**config.mk**
```make
export PLATFORM = sky130hd
export DESIGN_NAME = serial_master
export DESIGN_NICKNAME = d
export VERILOG_FILES = /design/src/serial_master.v
export VERILOG_INCLUDE_DIRS = /design/src
export SDC_FILE = /design/constraint.sdc
export NUM_CORES = 1
export LEC_CHECK = 0
export BUFFER_PORTS_ARGS = -buffer_cell sky130_fd_sc_hd__buf_2
export CORE_ASPECT_RATIO = 0.5
export CORE_MARGIN = 5
export CORE_UTILIZATION = 59
export CTS_CLUSTER_DIAMETER = 80
export DETAILED_ROUTE_END_ITERATION = 16
export GPL_TIMING_DRIVEN = 0
export PLACE_DENSITY_LB_ADDON = 0.12
export SLEW_MARGIN = 10
export SYNTH_ARGS = -nofsm -noshare
export SYNTH_HDL_FRONTEND = slang
export SYNTH_SLANG_ARGS = --single-unit
```
**constraint.sdc**
```tcl
create_clock -name core_clk -period 5.2 [get_ports core_clk]
set_input_delay 0.52 -clock core_clk [delete_from_list [all_inputs] [get_ports core_clk]]
set_output_delay 0.52 -clock core_clk [all_outputs]
set_load 0.1 [all_outputs]
```
**src/serial_master_regs.vh**
```
/*
 * register map, field positions, reset values and timing counts for the
 * byte-oriented serial peripheral master.
 * assumes an apb slave port with 32-bit data on a 50 mhz core clock.
 */
// Overview of operation
// - shifting logic runs only while the enable bit is one.
// - writing the transmit register stores the byte and clears transmit-empty.
// - idle shifter takes the byte at once and transmit-empty sets again.
// - a loaded byte shifts out with serial clock while input is sampled.
// - a byte written while busy waits untouched in the holding buffer.
// - after 8 clock pulses the received byte lands and receive-full sets.
// - each byte completion raises the serial interrupt when enabled.
// - at completion a pending byte loads, transmit-empty sets, next cycle starts.
// - cycles run back to back while bytes are pending, else idle.
// - reading the receive register clears receive-full.
// - duplex bit zero gives full duplex, one gives half duplex.
// - polarity plus separate transmit and receive phase bits are provided.
// - bit-order bit zero sends and receives most significant bit first.
// - half duplex with output enable zero keeps the data output disabled.
// - disabled output still clocks the shifter out and samples input.
// - when disabled, clocks gate and data out and clock sit inactive.
// - with auto-read set, a receive read also clears transmit-empty.
// - half duplex with output enable one drives the shifted data.
`ifndef SERIAL_MASTER_REGS_VH
`define SERIAL_MASTER_REGS_VH

// ****************************************************************
// register offsets
// ****************************************************************
`define ENABLE_OFS       12'h000
`define CONTROL_OFS      12'h004
`define STATUS_OFS       12'h008
`define TX_DATA_OFS      12'h00C
`define RX_DATA_OFS      12'h010
`define CLK_CTRL_OFS     12'h014
`define CLK_GEN_OFS      12'h018

// ****************************************************************
// control fields
// ****************************************************************
`define CTL_BIT_ORDER    0
`define CTL_DUPLEX       1
`define CTL_BIDIR_OE     2
`define CTL_IRQ_EN       4
`define CTL_AUTO_READ    5
`define CTL_CS_EN        6
`define CTL_WIDTH        7

// ****************************************************************
// status and clock control fields
// ****************************************************************
`define STS_TX_EMPTY     0
`define STS_RX_FULL      1
`define STS_ACTIVE       2
`define CCK_TX_PHASE     0
`define CCK_RX_PHASE     1
`define CCK_POLARITY     2
`define CCK_WIDTH        3

// ****************************************************************
// reset values and timing
// ****************************************************************
`define CONTROL_RST      7'h00
`define CLK_CTRL_RST     3'h0
`define CLK_GEN_RST      8'h02
`define BITS_PER_BYTE    4'h8

`endif

```
**src/serial_master.v**
```verilog
/*
 * byte-oriented serial peripheral master with one holding byte, separate transmit
 * and receive shift registers and an apb register slave.
 * assumes an apb master on core_clk and a slave sampling on its own terms;
 * serial input arrives asynchronously and is synchronised here.
 */
// The implementer's own choices: the APB register port and the register addresses.
`timescale 1ns/1ns
`include "serial_master_regs.vh"

module serial_master #(
  parameter ADDR_W = 12
) (
  input  wire              core_clk,
  input  wire              srst,
  input  wire              psel,
  input  wire              penable,
  input  wire              pwrite,
  input  wire [ADDR_W-1:0] paddr,
  input  wire [31:0]       pwdata,
  output reg  [31:0]       prdata,
  output reg               pready,
  output reg               pslverr,
  input  wire              serial_in_pin,
  output reg               serial_out_pin,
  output reg               serial_out_oe,
  output reg               serial_clk,
  output reg               chip_select_n,
  output reg               serial_irq
);

  // ****************************************************************
  // registers
  // ****************************************************************
  reg                  serial_enable_reg;
  reg [`CTL_WIDTH-1:0] control_reg;
  reg [`CCK_WIDTH-1:0] clk_ctrl_reg;
  reg [7:0]            clk_gen_reg;
  reg [7:0]            tx_data_reg;
  reg [7:0]            rx_data_reg;
  reg                  tx_holding_empty;
  reg                  rx_holding_full;
  reg                  pending_reg;
  reg                  active_reg;
  reg [7:0]            shift_reg;
  reg [7:0]            rx_shift_reg;
  reg [3:0]            bit_count_reg;
  reg                  phase_reg;
  reg [7:0]            div_count_reg;
  reg                  sin_meta_reg;
  reg                  sin_sync_reg;

  wire bit_order_select    = control_reg[`CTL_BIT_ORDER];
  wire duplex_select       = control_reg[`CTL_DUPLEX];
  wire bidir_output_enable = control_reg[`CTL_BIDIR_OE];
  wire transmit_clock_phase = clk_ctrl_reg[`CCK_TX_PHASE];
  wire receive_clock_phase  = clk_ctrl_reg[`CCK_RX_PHASE];
  wire clock_polarity       = clk_ctrl_reg[`CCK_POLARITY];

  // ****************************************************************
  // helpers
  // ****************************************************************
  function [7:0] out_bit_sel;
    input [7:0] val;
    input       lsb_first;
    begin
      out_bit_sel = lsb_first ? {7'h0, val[0]} : {7'h0, val[7]};
    end
  endfunction

  function [7:0] shift_in;
    input [7:0] val;
    input       din;
    input       lsb_first;
    begin
      shift_in = lsb_first ? {din, val[7:1]} : {val[6:0], din};
    end
  endfunction

  // ****************************************************************
  // apb decode
  // ****************************************************************
  wire access   = psel && penable && !pready;
  wire wr_evt   = access && pwrite;
  wire rd_evt   = access && !pwrite;
  wire wr_tx    = wr_evt && (paddr == `TX_DATA_OFS);
  wire rd_rx    = rd_evt && (paddr == `RX_DATA_OFS);
  wire mapped   = (paddr == `ENABLE_OFS) || (paddr == `CONTROL_OFS) ||
                  (paddr == `STATUS_OFS) || (paddr == `TX_DATA_OFS) ||
                  (paddr == `RX_DATA_OFS) || (paddr == `CLK_CTRL_OFS) ||
                  (paddr == `CLK_GEN_OFS);

  // ****************************************************************
  // serial timing
  // ****************************************************************
  // tick marks each half period of the serial clock
  wire tick        = serial_enable_reg && active_reg && (div_count_reg == 8'h00);
  wire lead_edge   = tick && !phase_reg;
  wire trail_edge  = tick && phase_reg;
  wire shift_edge  = transmit_clock_phase ? lead_edge : trail_edge;
  wire sample_edge = receive_clock_phase ? trail_edge : lead_edge;
  wire last_pulse  = trail_edge && (bit_count_reg == `BITS_PER_BYTE - 4'h1);
  wire [7:0] rx_next = shift_in(rx_shift_reg, sin_sync_reg, bit_order_select);

  // ****************************************************************
  // synchroniser
  // ****************************************************************
  always @(posedge core_clk) begin
    if (srst) begin
      sin_meta_reg <= 1'b0;
      sin_sync_reg <= 1'b0;
    end else begin
      sin_meta_reg <= serial_in_pin;
      sin_sync_reg <= sin_meta_reg;
    end
  end

  // ****************************************************************
  // bus slave and control registers
  // ****************************************************************
  always @(posedge core_clk) begin
    if (srst) begin
      pready            <= 1'b0;
      pslverr           <= 1'b0;
      prdata            <= 32'h0000_0000;
      serial_enable_reg <= 1'b0;
      control_reg       <= `CONTROL_RST;
      clk_ctrl_reg      <= `CLK_CTRL_RST;
      clk_gen_reg       <= `CLK_GEN_RST;
    end else begin
      pready  <= access;
      pslverr <= access && !mapped;
      if (wr_evt) begin
        case (paddr)
          `ENABLE_OFS:   serial_enable_reg <= pwdata[0];
          `CONTROL_OFS:  control_reg <= pwdata[`CTL_WIDTH-1:0];
          `CLK_CTRL_OFS: clk_ctrl_reg <= pwdata[`CCK_WIDTH-1:0];
          `CLK_GEN_OFS:  clk_gen_reg <= pwdata[7:0];
          default: ;
        endcase
      end
      if (rd_evt) begin
        case (paddr)
          `ENABLE_OFS:   prdata <= {31'h0, serial_enable_reg};
          `CONTROL_OFS:  prdata <= {25'h0, control_reg};
          `STATUS_OFS:   prdata <= {29'h0, active_reg, rx_holding_full, tx_holding_empty};
          `TX_DATA_OFS:  prdata <= {24'h0, tx_data_reg};
          `RX_DATA_OFS:  prdata <= {24'h0, rx_data_reg};
          `CLK_CTRL_OFS: prdata <= {29'h0, clk_ctrl_reg};
          `CLK_GEN_OFS:  prdata <= {24'h0, clk_gen_reg};
          default:       prdata <= 32'h0000_0000;
        endcase
      end else begin
        prdata <= 32'h0000_0000;
      end
    end
  end

  // ****************************************************************
  // transfer engine
  // ****************************************************************
  // completion and a fresh write in one cycle: the write wins the
  // holding buffer, the load of the old pending byte happens first
  always @(posedge core_clk) begin
    if (srst) begin
      tx_data_reg      <= 8'h00;
      rx_data_reg      <= 8'h00;
      tx_holding_empty <= 1'b1;
      rx_holding_full  <= 1'b0;
      pending_reg      <= 1'b0;
      active_reg       <= 1'b0;
      shift_reg        <= 8'h00;
      rx_shift_reg     <= 8'h00;
      bit_count_reg    <= 4'h0;
      phase_reg        <= 1'b0;
      div_count_reg    <= 8'h00;
      serial_irq       <= 1'b0;
    end else begin
      serial_irq <= 1'b0;
      if (rd_rx) begin
        rx_holding_full <= 1'b0;
        if (control_reg[`CTL_AUTO_READ])
          tx_holding_empty <= 1'b0;
      end
      if (tick)
        div_count_reg <= clk_gen_reg;
      else if (active_reg && serial_enable_reg)
        div_count_reg <= div_count_reg - 8'h01;
      if (tick)
        phase_reg <= ~phase_reg;
      if (shift_edge && !(transmit_clock_phase && bit_count_reg == 4'h0 && !phase_reg))
        shift_reg <= bit_order_select ? {1'b0, shift_reg[7:1]}
                                      : {shift_reg[6:0], 1'b0};
      if (sample_edge)
        rx_shift_reg <= rx_next;
      if (trail_edge)
        bit_count_reg <= bit_count_reg + 4'h1;
      if (last_pulse) begin
        rx_data_reg     <= receive_clock_phase ? rx_next : rx_shift_reg;
        rx_holding_full <= 1'b1;
        serial_irq      <= control_reg[`CTL_IRQ_EN];
        bit_count_reg   <= 4'h0;
        phase_reg       <= 1'b0;
        if (pending_reg) begin
          shift_reg        <= tx_data_reg;
          pending_reg      <= 1'b0;
          tx_holding_empty <= 1'b1;
        end else begin
          active_reg <= 1'b0;
        end
      end
      if (wr_tx) begin
        tx_data_reg <= pwdata[7:0];
        if (!active_reg || (last_pulse && !pending_reg)) begin
          shift_reg        <= pwdata[7:0];
          active_reg       <= 1'b1;
          tx_holding_empty <= 1'b1;
          pending_reg      <= 1'b0;
          bit_count_reg    <= 4'h0;
          phase_reg        <= 1'b0;
          div_count_reg    <= clk_gen_reg;
        end else begin
          pending_reg      <= 1'b1;
          tx_holding_empty <= 1'b0;
        end
      end
    end
  end

  // ****************************************************************
  // pins
  // ****************************************************************
  // idle clock rests at polarity; data out rests low when gated
  always @(posedge core_clk) begin
    if (srst) begin
      serial_out_pin <= 1'b0;
      serial_out_oe  <= 1'b0;
      serial_clk     <= 1'b0;
      chip_select_n  <= 1'b1;
    end else begin
      chip_select_n <= ~control_reg[`CTL_CS_EN];
      if (!serial_enable_reg) begin
        serial_out_pin <= 1'b0;
        serial_clk     <= clock_polarity;
        serial_out_oe  <= 1'b0;
      end else begin
        serial_out_pin <= out_bit_sel(shift_reg, bit_order_select) != 8'h00;
        // half duplex without output enable still shifts, data is lost
        serial_out_oe  <= !duplex_select || bidir_output_enable;
        serial_clk     <= clock_polarity ^ (active_reg && phase_reg);
      end
    end
  end

endmodule

```
==> After elaboration in Yosys (flattened, before gate mapping) <==
Cells that the tools add are included.
{ "totals": {"regBits": 109, "input_bits": 50, "out_inout_bits": 39} }
{ "op_classes": {"eq_ne": 7, "bitwise_logic": 6, "addsub": 2, "n_reduce_logical": 46, "n_mux": 40} }
{ "op_table": {"columns": ["operator", "count"], "rows": [
  ["$mux W8", 12],
  ["$pmux W8 S7", 1],
  ["$eq A12 B5 Y1 const B", 3],
  ["$eq A12 B4 Y1 const B", 2],
  ["$mux W1", 23],
  ["$logic_and A1 B1 Y1", 17],
  ["$mux W4", 4],
  ["$eq A12 B3 Y1 const B", 1],
  ["$logic_not A12 Y1", 1],
  ["$logic_not A1 Y1", 8],
  ["$logic_not A8 Y1", 1],
  ["$logic_or A1 B1 Y1", 8],
  ["$reduce_and A2 Y1", 4],
  ["$reduce_bool A8 Y1", 1],
  ["$sub A8 B1 Y8 const B", 1],
  ["$reduce_or A2 Y1", 3],
  ["$not A1 Y1", 5],
  ["$add A4 B1 Y4 const B", 1],
  ["$eq A4 B3 Y1 const B", 1],
  ["$logic_not A4 Y1", 1],
  ["$reduce_bool A2 Y1", 2],
  ["$xor A1 B1 Y1", 1]
]} }

==> Logic depth before layout (Yosys ltp) <==
{ "logic_depth": {"ltp_word": 10, "mapped_depth": 12} }

==> Worst setup path before layout <==
Ideal clock, no wire load.
{ "synth_timing": {"kind": "flip-flop to flip-flop", "startpoint": "register div_count_reg[0]", "endpoint": "register bit_count_reg[0]", "slack_ns": 2.484, "path_stages_with_launch": 12, "t_arrival_ns": 2.601, "n_path_buf": 1, "cell_sequence": "dfxtp_1 inv_1 ha_1 inv_1 nor4_1 ha_1 buf_2 nand4b_1 o21ai_1 nor3b_2 or3_1 nor2_1"} }
{ "synth_via": {"elab_chain_len": 8} }
{ "synth_lines": {"columns": ["item", "line", "rtl"], "rows": [
  ["start, declared", "serial_master.v:49", "reg [7:0] div_count_reg;"],
  ["start signal, assigned", "serial_master.v:186", "div_count_reg <= clk_gen_reg;"],
  ["start signal, assigned", "serial_master.v:188", "div_count_reg <= div_count_reg - 8'h01;"],
  ["start signal, assigned", "serial_master.v:221", "div_count_reg <= clk_gen_reg;"],
  ["$logic_not A8 Y1 *", "serial_master.v:97", "wire tick = serial_enable_reg && active_reg && (div_count_reg == 8'h00);"],
  ["$logic_and A1 B1 Y1 *", "serial_master.v:97", null],
  ["$logic_and A1 B1 Y1 *", "serial_master.v:99", "wire trail_edge = tick && phase_reg;"],
  ["$logic_and A1 B1 Y1", "serial_master.v:102", "wire last_pulse = trail_edge && (bit_count_reg == `BITS_PER_BYTE - 4'h1);"],
  ["$logic_and A1 B1 Y1", "serial_master.v:214", "if (!active_reg || (last_pulse && !pending_reg)) begin"],
  ["$logic_or A1 B1 Y1", "serial_master.v:214", null],
  ["$mux W4", "serial_master.v:214", null],
  ["$mux W4 *", "serial_master.v:212", "if (wr_tx) begin"],
  ["end signal, assigned", "serial_master.v:197", "bit_count_reg <= bit_count_reg + 4'h1;"],
  ["end, declared", "serial_master.v:47", "reg [3:0] bit_count_reg;"]
]} }
Every way passes the cells marked *; elsewhere a longest branch is shown, timed or not.
A chain may end at the register's enable or synchronous reset.

==> Final worst setup path <==
{ "layout_timing": {"startpoint": "register serial_enable_reg", "endpoint": "register bit_count_reg[0]"} }
{ "layout_via": {"elab_chain_len": 8} }
{ "layout_lines": {"columns": ["item", "line", "rtl"], "rows": [
  ["start, declared", "serial_master.v:35", "reg serial_enable_reg;"],
  ["start signal, assigned", "serial_master.v:135", "`ENABLE_OFS: serial_enable_reg <= pwdata[0];"],
  ["$logic_and A1 B1 Y1 * (2 in a row)", "serial_master.v:97", null],
  ["$logic_and A1 B1 Y1 *", "serial_master.v:99", null],
  ["$logic_and A1 B1 Y1", "serial_master.v:102", null],
  ["$logic_and A1 B1 Y1", "serial_master.v:214", null],
  ["$logic_or A1 B1 Y1", "serial_master.v:214", null],
  ["$mux W4", "serial_master.v:214", null],
  ["$mux W4 *", "serial_master.v:212", null]
]} }
Marked as above.

==> metrics.json <==
{
  "cts.repair_timing.setup_buffer_count": {"value": 0},
  "power_density": {"value": 290, "unit": "mW/mm^2"},
  "first_global_vias": {"value": 3334},
  "hold_depth": {"value": 2},
  "cts_tree": {"value": "done"},
  "synth_top_family_by_area": {"value": "simple AND/OR/NAND/NOR gates"},
  "syn_to_final_growth": {"value": 16.4, "unit": "%"},
  "antenna_found_initial": {"value": 0},
  "htree_levels": {"value": 3},
  "clkLatencyLatePin": {"value": 0.34, "unit": "ns"},
  "grt_first_pass_wirelength": {"value": 17.3, "unit": "mm"},
  "chipHeight": {"value": 69.8, "unit": "microns"},
  "ys_ff_latch": {"value": 85},
  "cts.reportedPaths.clkPinSlew": {"value": 0.06, "unit": "ns"},
  "cts-resized-gates": {"value": 0},
  "cts_buffer_depth": {"value": 2},
  "cap_viol_max_count": {"value": 0},
  "slew_headroom": {"value": 52.3, "unit": "%"},
  "fillers": {"value": 528},
  "ys_types": {"value": 56},
  "synth_adder_area_share": {"value": 1.48, "unit": "%"},
  "wirelength": {"value": 10.8, "unit": "mm"},
  "portBuffers": {"value": 40},
  "overall_die_area": {"value": 0.00906, "unit": "sq mm"},
  "critPathArrivalTime": {"value": 3.90, "unit": "ns"},
  "placement_rows": {"value": 21},
  "drive_above_1_share": {"value": 19.9, "unit": "%"},
  "edff_count_synth": {"value": 0},
  "status": {"value": "finished clean"},
  "timing_max_transition_violations_final": {"value": 0},
  "dr_total_vias": {"value": 3564},
  "number_of_cells_after_detailed_placement": {"value": 623},
  "reg2regPathDepth": {"value": 9},
  "synth-compound-area-share": {"value": 12.3, "unit": "%"},
  "place.gp.congestion": {"value": 0.865},
  "setup_viol": {"value": 0},
  "grt_overflow_total": {"value": 0},
  "yosys_most_used_dff": {"value": "sky130_fd_sc_hd__dfxtp_1"},
  "grt_max_degree": {"value": 15},
  "ir_drop": {"value": 248, "unit": "uV"},
  "clock-skew-final": {"value": 0.00623, "unit": "ns"},
  "detail_route.iter0.violations": {"value": 371},
  "clock_sinks": {"value": 85},
  "cp-start-kind": {"value": "flip-flop"},
  "antennaDiodeCount": {"value": 0},
  "aggregate_global_route_resource_usage": {"value": 24.5, "unit": "%"},
  "synth-seq-area-share": {"value": 40.3, "unit": "%"},
  "post-route-period-util": {"value": 70.6, "unit": "%"},
  "post_route_drc": {"value": 0},
  "fin_setup_tns": {"value": 0, "unit": "ns"},
  "syn_avg_cell_area": {"value": 9.03, "unit": "sq um"},
  "number_of_nets_with_antenna_violations_after_detailed_routing": {"value": 0},
  "yosys.area_share.xor_xnor": {"value": 2.07, "unit": "%"},
  "post_drt_wl_per_cell": {"value": 17.0, "unit": "microns"},
  "coreArea": {"value": 0.00683, "unit": "sq mm"},
  "critPathMaxFanout": {"value": 9},
  "fmax": {"value": 272, "unit": "MHz"},
  "netlist_instances": {"value": 468},
  "leakagePower": {"value": 1.93, "unit": "nW"},
  "post-route-min-period": {"value": 3.67, "unit": "ns"},
  "clock_tree.root_cell": {"value": "sky130_fd_sc_hd__clkbuf_16"},
  "worst-endpoint-required": {"value": 5.43, "unit": "ns"},
  "finish.cell_count_without_fillers": {"value": 639},
  "synth_warnings": {"value": 0},
  "netlist_area": {"value": 0.00423, "unit": "sq mm"},
  "yosys-top-cells-area": {"value": "sky130_fd_sc_hd__dfxtp_1 (40%), sky130_fd_sc_hd__mux2i_1 (13%), sky130_fd_sc_hd__nor2_1 (7.7%)"},
  "x_dimension_of_the_die": {"value": 130, "unit": "microns"},
  "final_hold_viol_count": {"value": 0},
  "worstMarginPinSlew": {"value": 0.708, "unit": "ns"},
  "io_pins": {"value": 89},
  "design_power_total": {"value": 1.43, "unit": "mW"},
  "start_util": {"value": 61.8, "unit": "%"},
  "worstSetupEndpointType": {"value": "flip-flop"},
  "drtPass1Iterations": {"value": 5},
  "dpl.hpwl": {"value": 7.89, "unit": "mm"},
  "tritoncts.num_buffers": {"value": 9},
  "cts-hold-fix-buffers": {"value": 0},
  "synthDominantAreaCellType": {"value": "sky130_fd_sc_hd__dfxtp_1"},
  "unrepaired_setup_endpoints_after_global_routing": {"value": "false"},
  "synth_async_sr_flop_share": {"value": 0, "unit": "%"},
  "vias_per_cell": {"value": 5.58},
  "design.final.nets": {"value": 597},
  "hold_path_class": {"value": "in2reg"},
  "synth.area.mux_share": {"value": 15.2, "unit": "%"},
  "worst-setup-path-type": {"value": "reg2reg"},
  "share_of_synthesized_cell_area_in_and_or_nand_and_nor_gates": {"value": 20.0, "unit": "%"},
  "synth_top_cell_area_share": {"value": 40.3, "unit": "%"}
}
[layer usage]
layer  wire [microns]  share of wire [%]  global-route usage (%)  vias up
met5                0                  0                       0        -
met4              123                1.1                    6.11        0
met3             1310                 12                    8.85       12
met2             4390                 40                    34.7      180
met1             5010                 46                    35.1     1621
li1                 -                  -                       -     1751
[through the flow]
| stage | setup slack (ns) | instance area [sq um] | utilization, % | hold slack, ns |
|---|---|---|---|---|
| detailed placement | 1.72 | 4630 | 67.7 | 0.403 |
| floorplan | 2.48 | 4310 | - | 0.382 |
| finish | 1.53 | 4920 | 72.0 | 0.393 |
| CTS | 1.68 | 4920 | 72.0 | 0.385 |
| global route | 1.33 | 4920 | 72.0 | 0.386 |
| global placement | 1.72 | 4630 | 67.7 | 0.405 |
[final timing paths]
check / start / end / slack [ns]
hold reg to reg: control_reg[6] / chip_select_n / 0.43
hold / removal: serial_in_pin / sin_meta_reg / 0.39
setup reg to reg: serial_enable_reg / bit_count_reg[0] / 1.53
setup / recovery: serial_enable_reg / bit_count_reg[0] / 1.53
[Yosys cell counts, types with 5 or more instances]
library cell	n
sky130_fd_sc_hd__nor2_1	87
sky130_fd_sc_hd__dfxtp_1	85
sky130_fd_sc_hd__mux2i_1	54
sky130_fd_sc_hd__buf_4	25
sky130_fd_sc_hd__a211oi_1	21
sky130_fd_sc_hd__nand2_1	19
sky130_fd_sc_hd__inv_1	15
sky130_fd_sc_hd__a21oi_1	14
sky130_fd_sc_hd__clkbuf_1	13
sky130_fd_sc_hd__nor3_1	12
sky130_fd_sc_hd__buf_2	11
sky130_fd_sc_hd__mux2_2	7
sky130_fd_sc_hd__o21ai_0	7
sky130_fd_sc_hd__nor2b_1	6
sky130_fd_sc_hd__o211a_1	6
sky130_fd_sc_hd__ha_1	5
sky130_fd_sc_hd__nand2b_1	5
sky130_fd_sc_hd__nand3_1	5
sky130_fd_sc_hd__xnor2_1	5
sky130_fd_sc_hd__xor2_1	5
[cells by family (layout without fill, tap and decap cells)]
family          Yosys count  after routing
compound gates           72             72
xor+xnor                 10             10
fa+ha+maj                 5              5
buf+inv                  66            122
flops                    85             85
mux                      62             62
other cells               1             24
simple gates            167            167
[layout make-up]
cell class | count | area [sq um] | area share [%]
Multi-Input combinational cell | 340 | 2250 | 45.7
Sequential cell | 85 | 1700 | 34.6
Buffer | 51 | 307 | 6.23
Clock buffer | 10 | 229 | 4.65
Timing Repair Buffer | 40 | 200 | 4.07
Tap cell | 92 | 115 | 2.34
Clock inverter | 6 | 63.8 | 1.30
Inverter | 15 | 56.3 | 1.14
[cells in the final DEF, fill, tap and decap left out, types with 6 or more instances in the layout]
cell,Yosys,layout
sky130_fd_sc_hd__nor2_1,87,87
sky130_fd_sc_hd__nor2b_1,6,6
sky130_fd_sc_hd__o211a_1,6,6
sky130_fd_sc_hd__conb_1,1,24
sky130_fd_sc_hd__clkbuf_1,13,14
sky130_fd_sc_hd__o21ai_0,7,7
sky130_fd_sc_hd__buf_4,25,25
sky130_fd_sc_hd__buf_2,11,51
sky130_fd_sc_hd__nand2_1,19,19
sky130_fd_sc_hd__a21oi_1,14,14
sky130_fd_sc_hd__dfxtp_1,85,85
sky130_fd_sc_hd__clkbuf_16,0,9
sky130_fd_sc_hd__inv_1,15,15
sky130_fd_sc_hd__a211oi_1,21,21
sky130_fd_sc_hd__nor3_1,12,12
sky130_fd_sc_hd__mux2i_1,54,54
sky130_fd_sc_hd__mux2_2,7,7
[where the power goes]
part | internal (mW) | switching, mW | leakage [nW]
Sequential | 0.652 | 0.000510 | 0.685
Combinational | 0.0301 | 0.117 | 1.11
Clock | 0.371 | 0.258 | 0.138
[worst max-delay path, stage by stage, from the launching register on]
cell	delay (ns)
sky130_fd_sc_hd__dfxtp_1	0.53
sky130_fd_sc_hd__nand4bb_1	0.28
sky130_fd_sc_hd__nor4_1	0.67
sky130_fd_sc_hd__ha_1	0.27
sky130_fd_sc_hd__buf_2	0.18
sky130_fd_sc_hd__nand4b_1	0.28
sky130_fd_sc_hd__o21ai_1	0.42
sky130_fd_sc_hd__nor3b_2	0.62
sky130_fd_sc_hd__or3_1	0.26
sky130_fd_sc_hd__nor2_1	0.06
(Power assumes the default switching activity.)
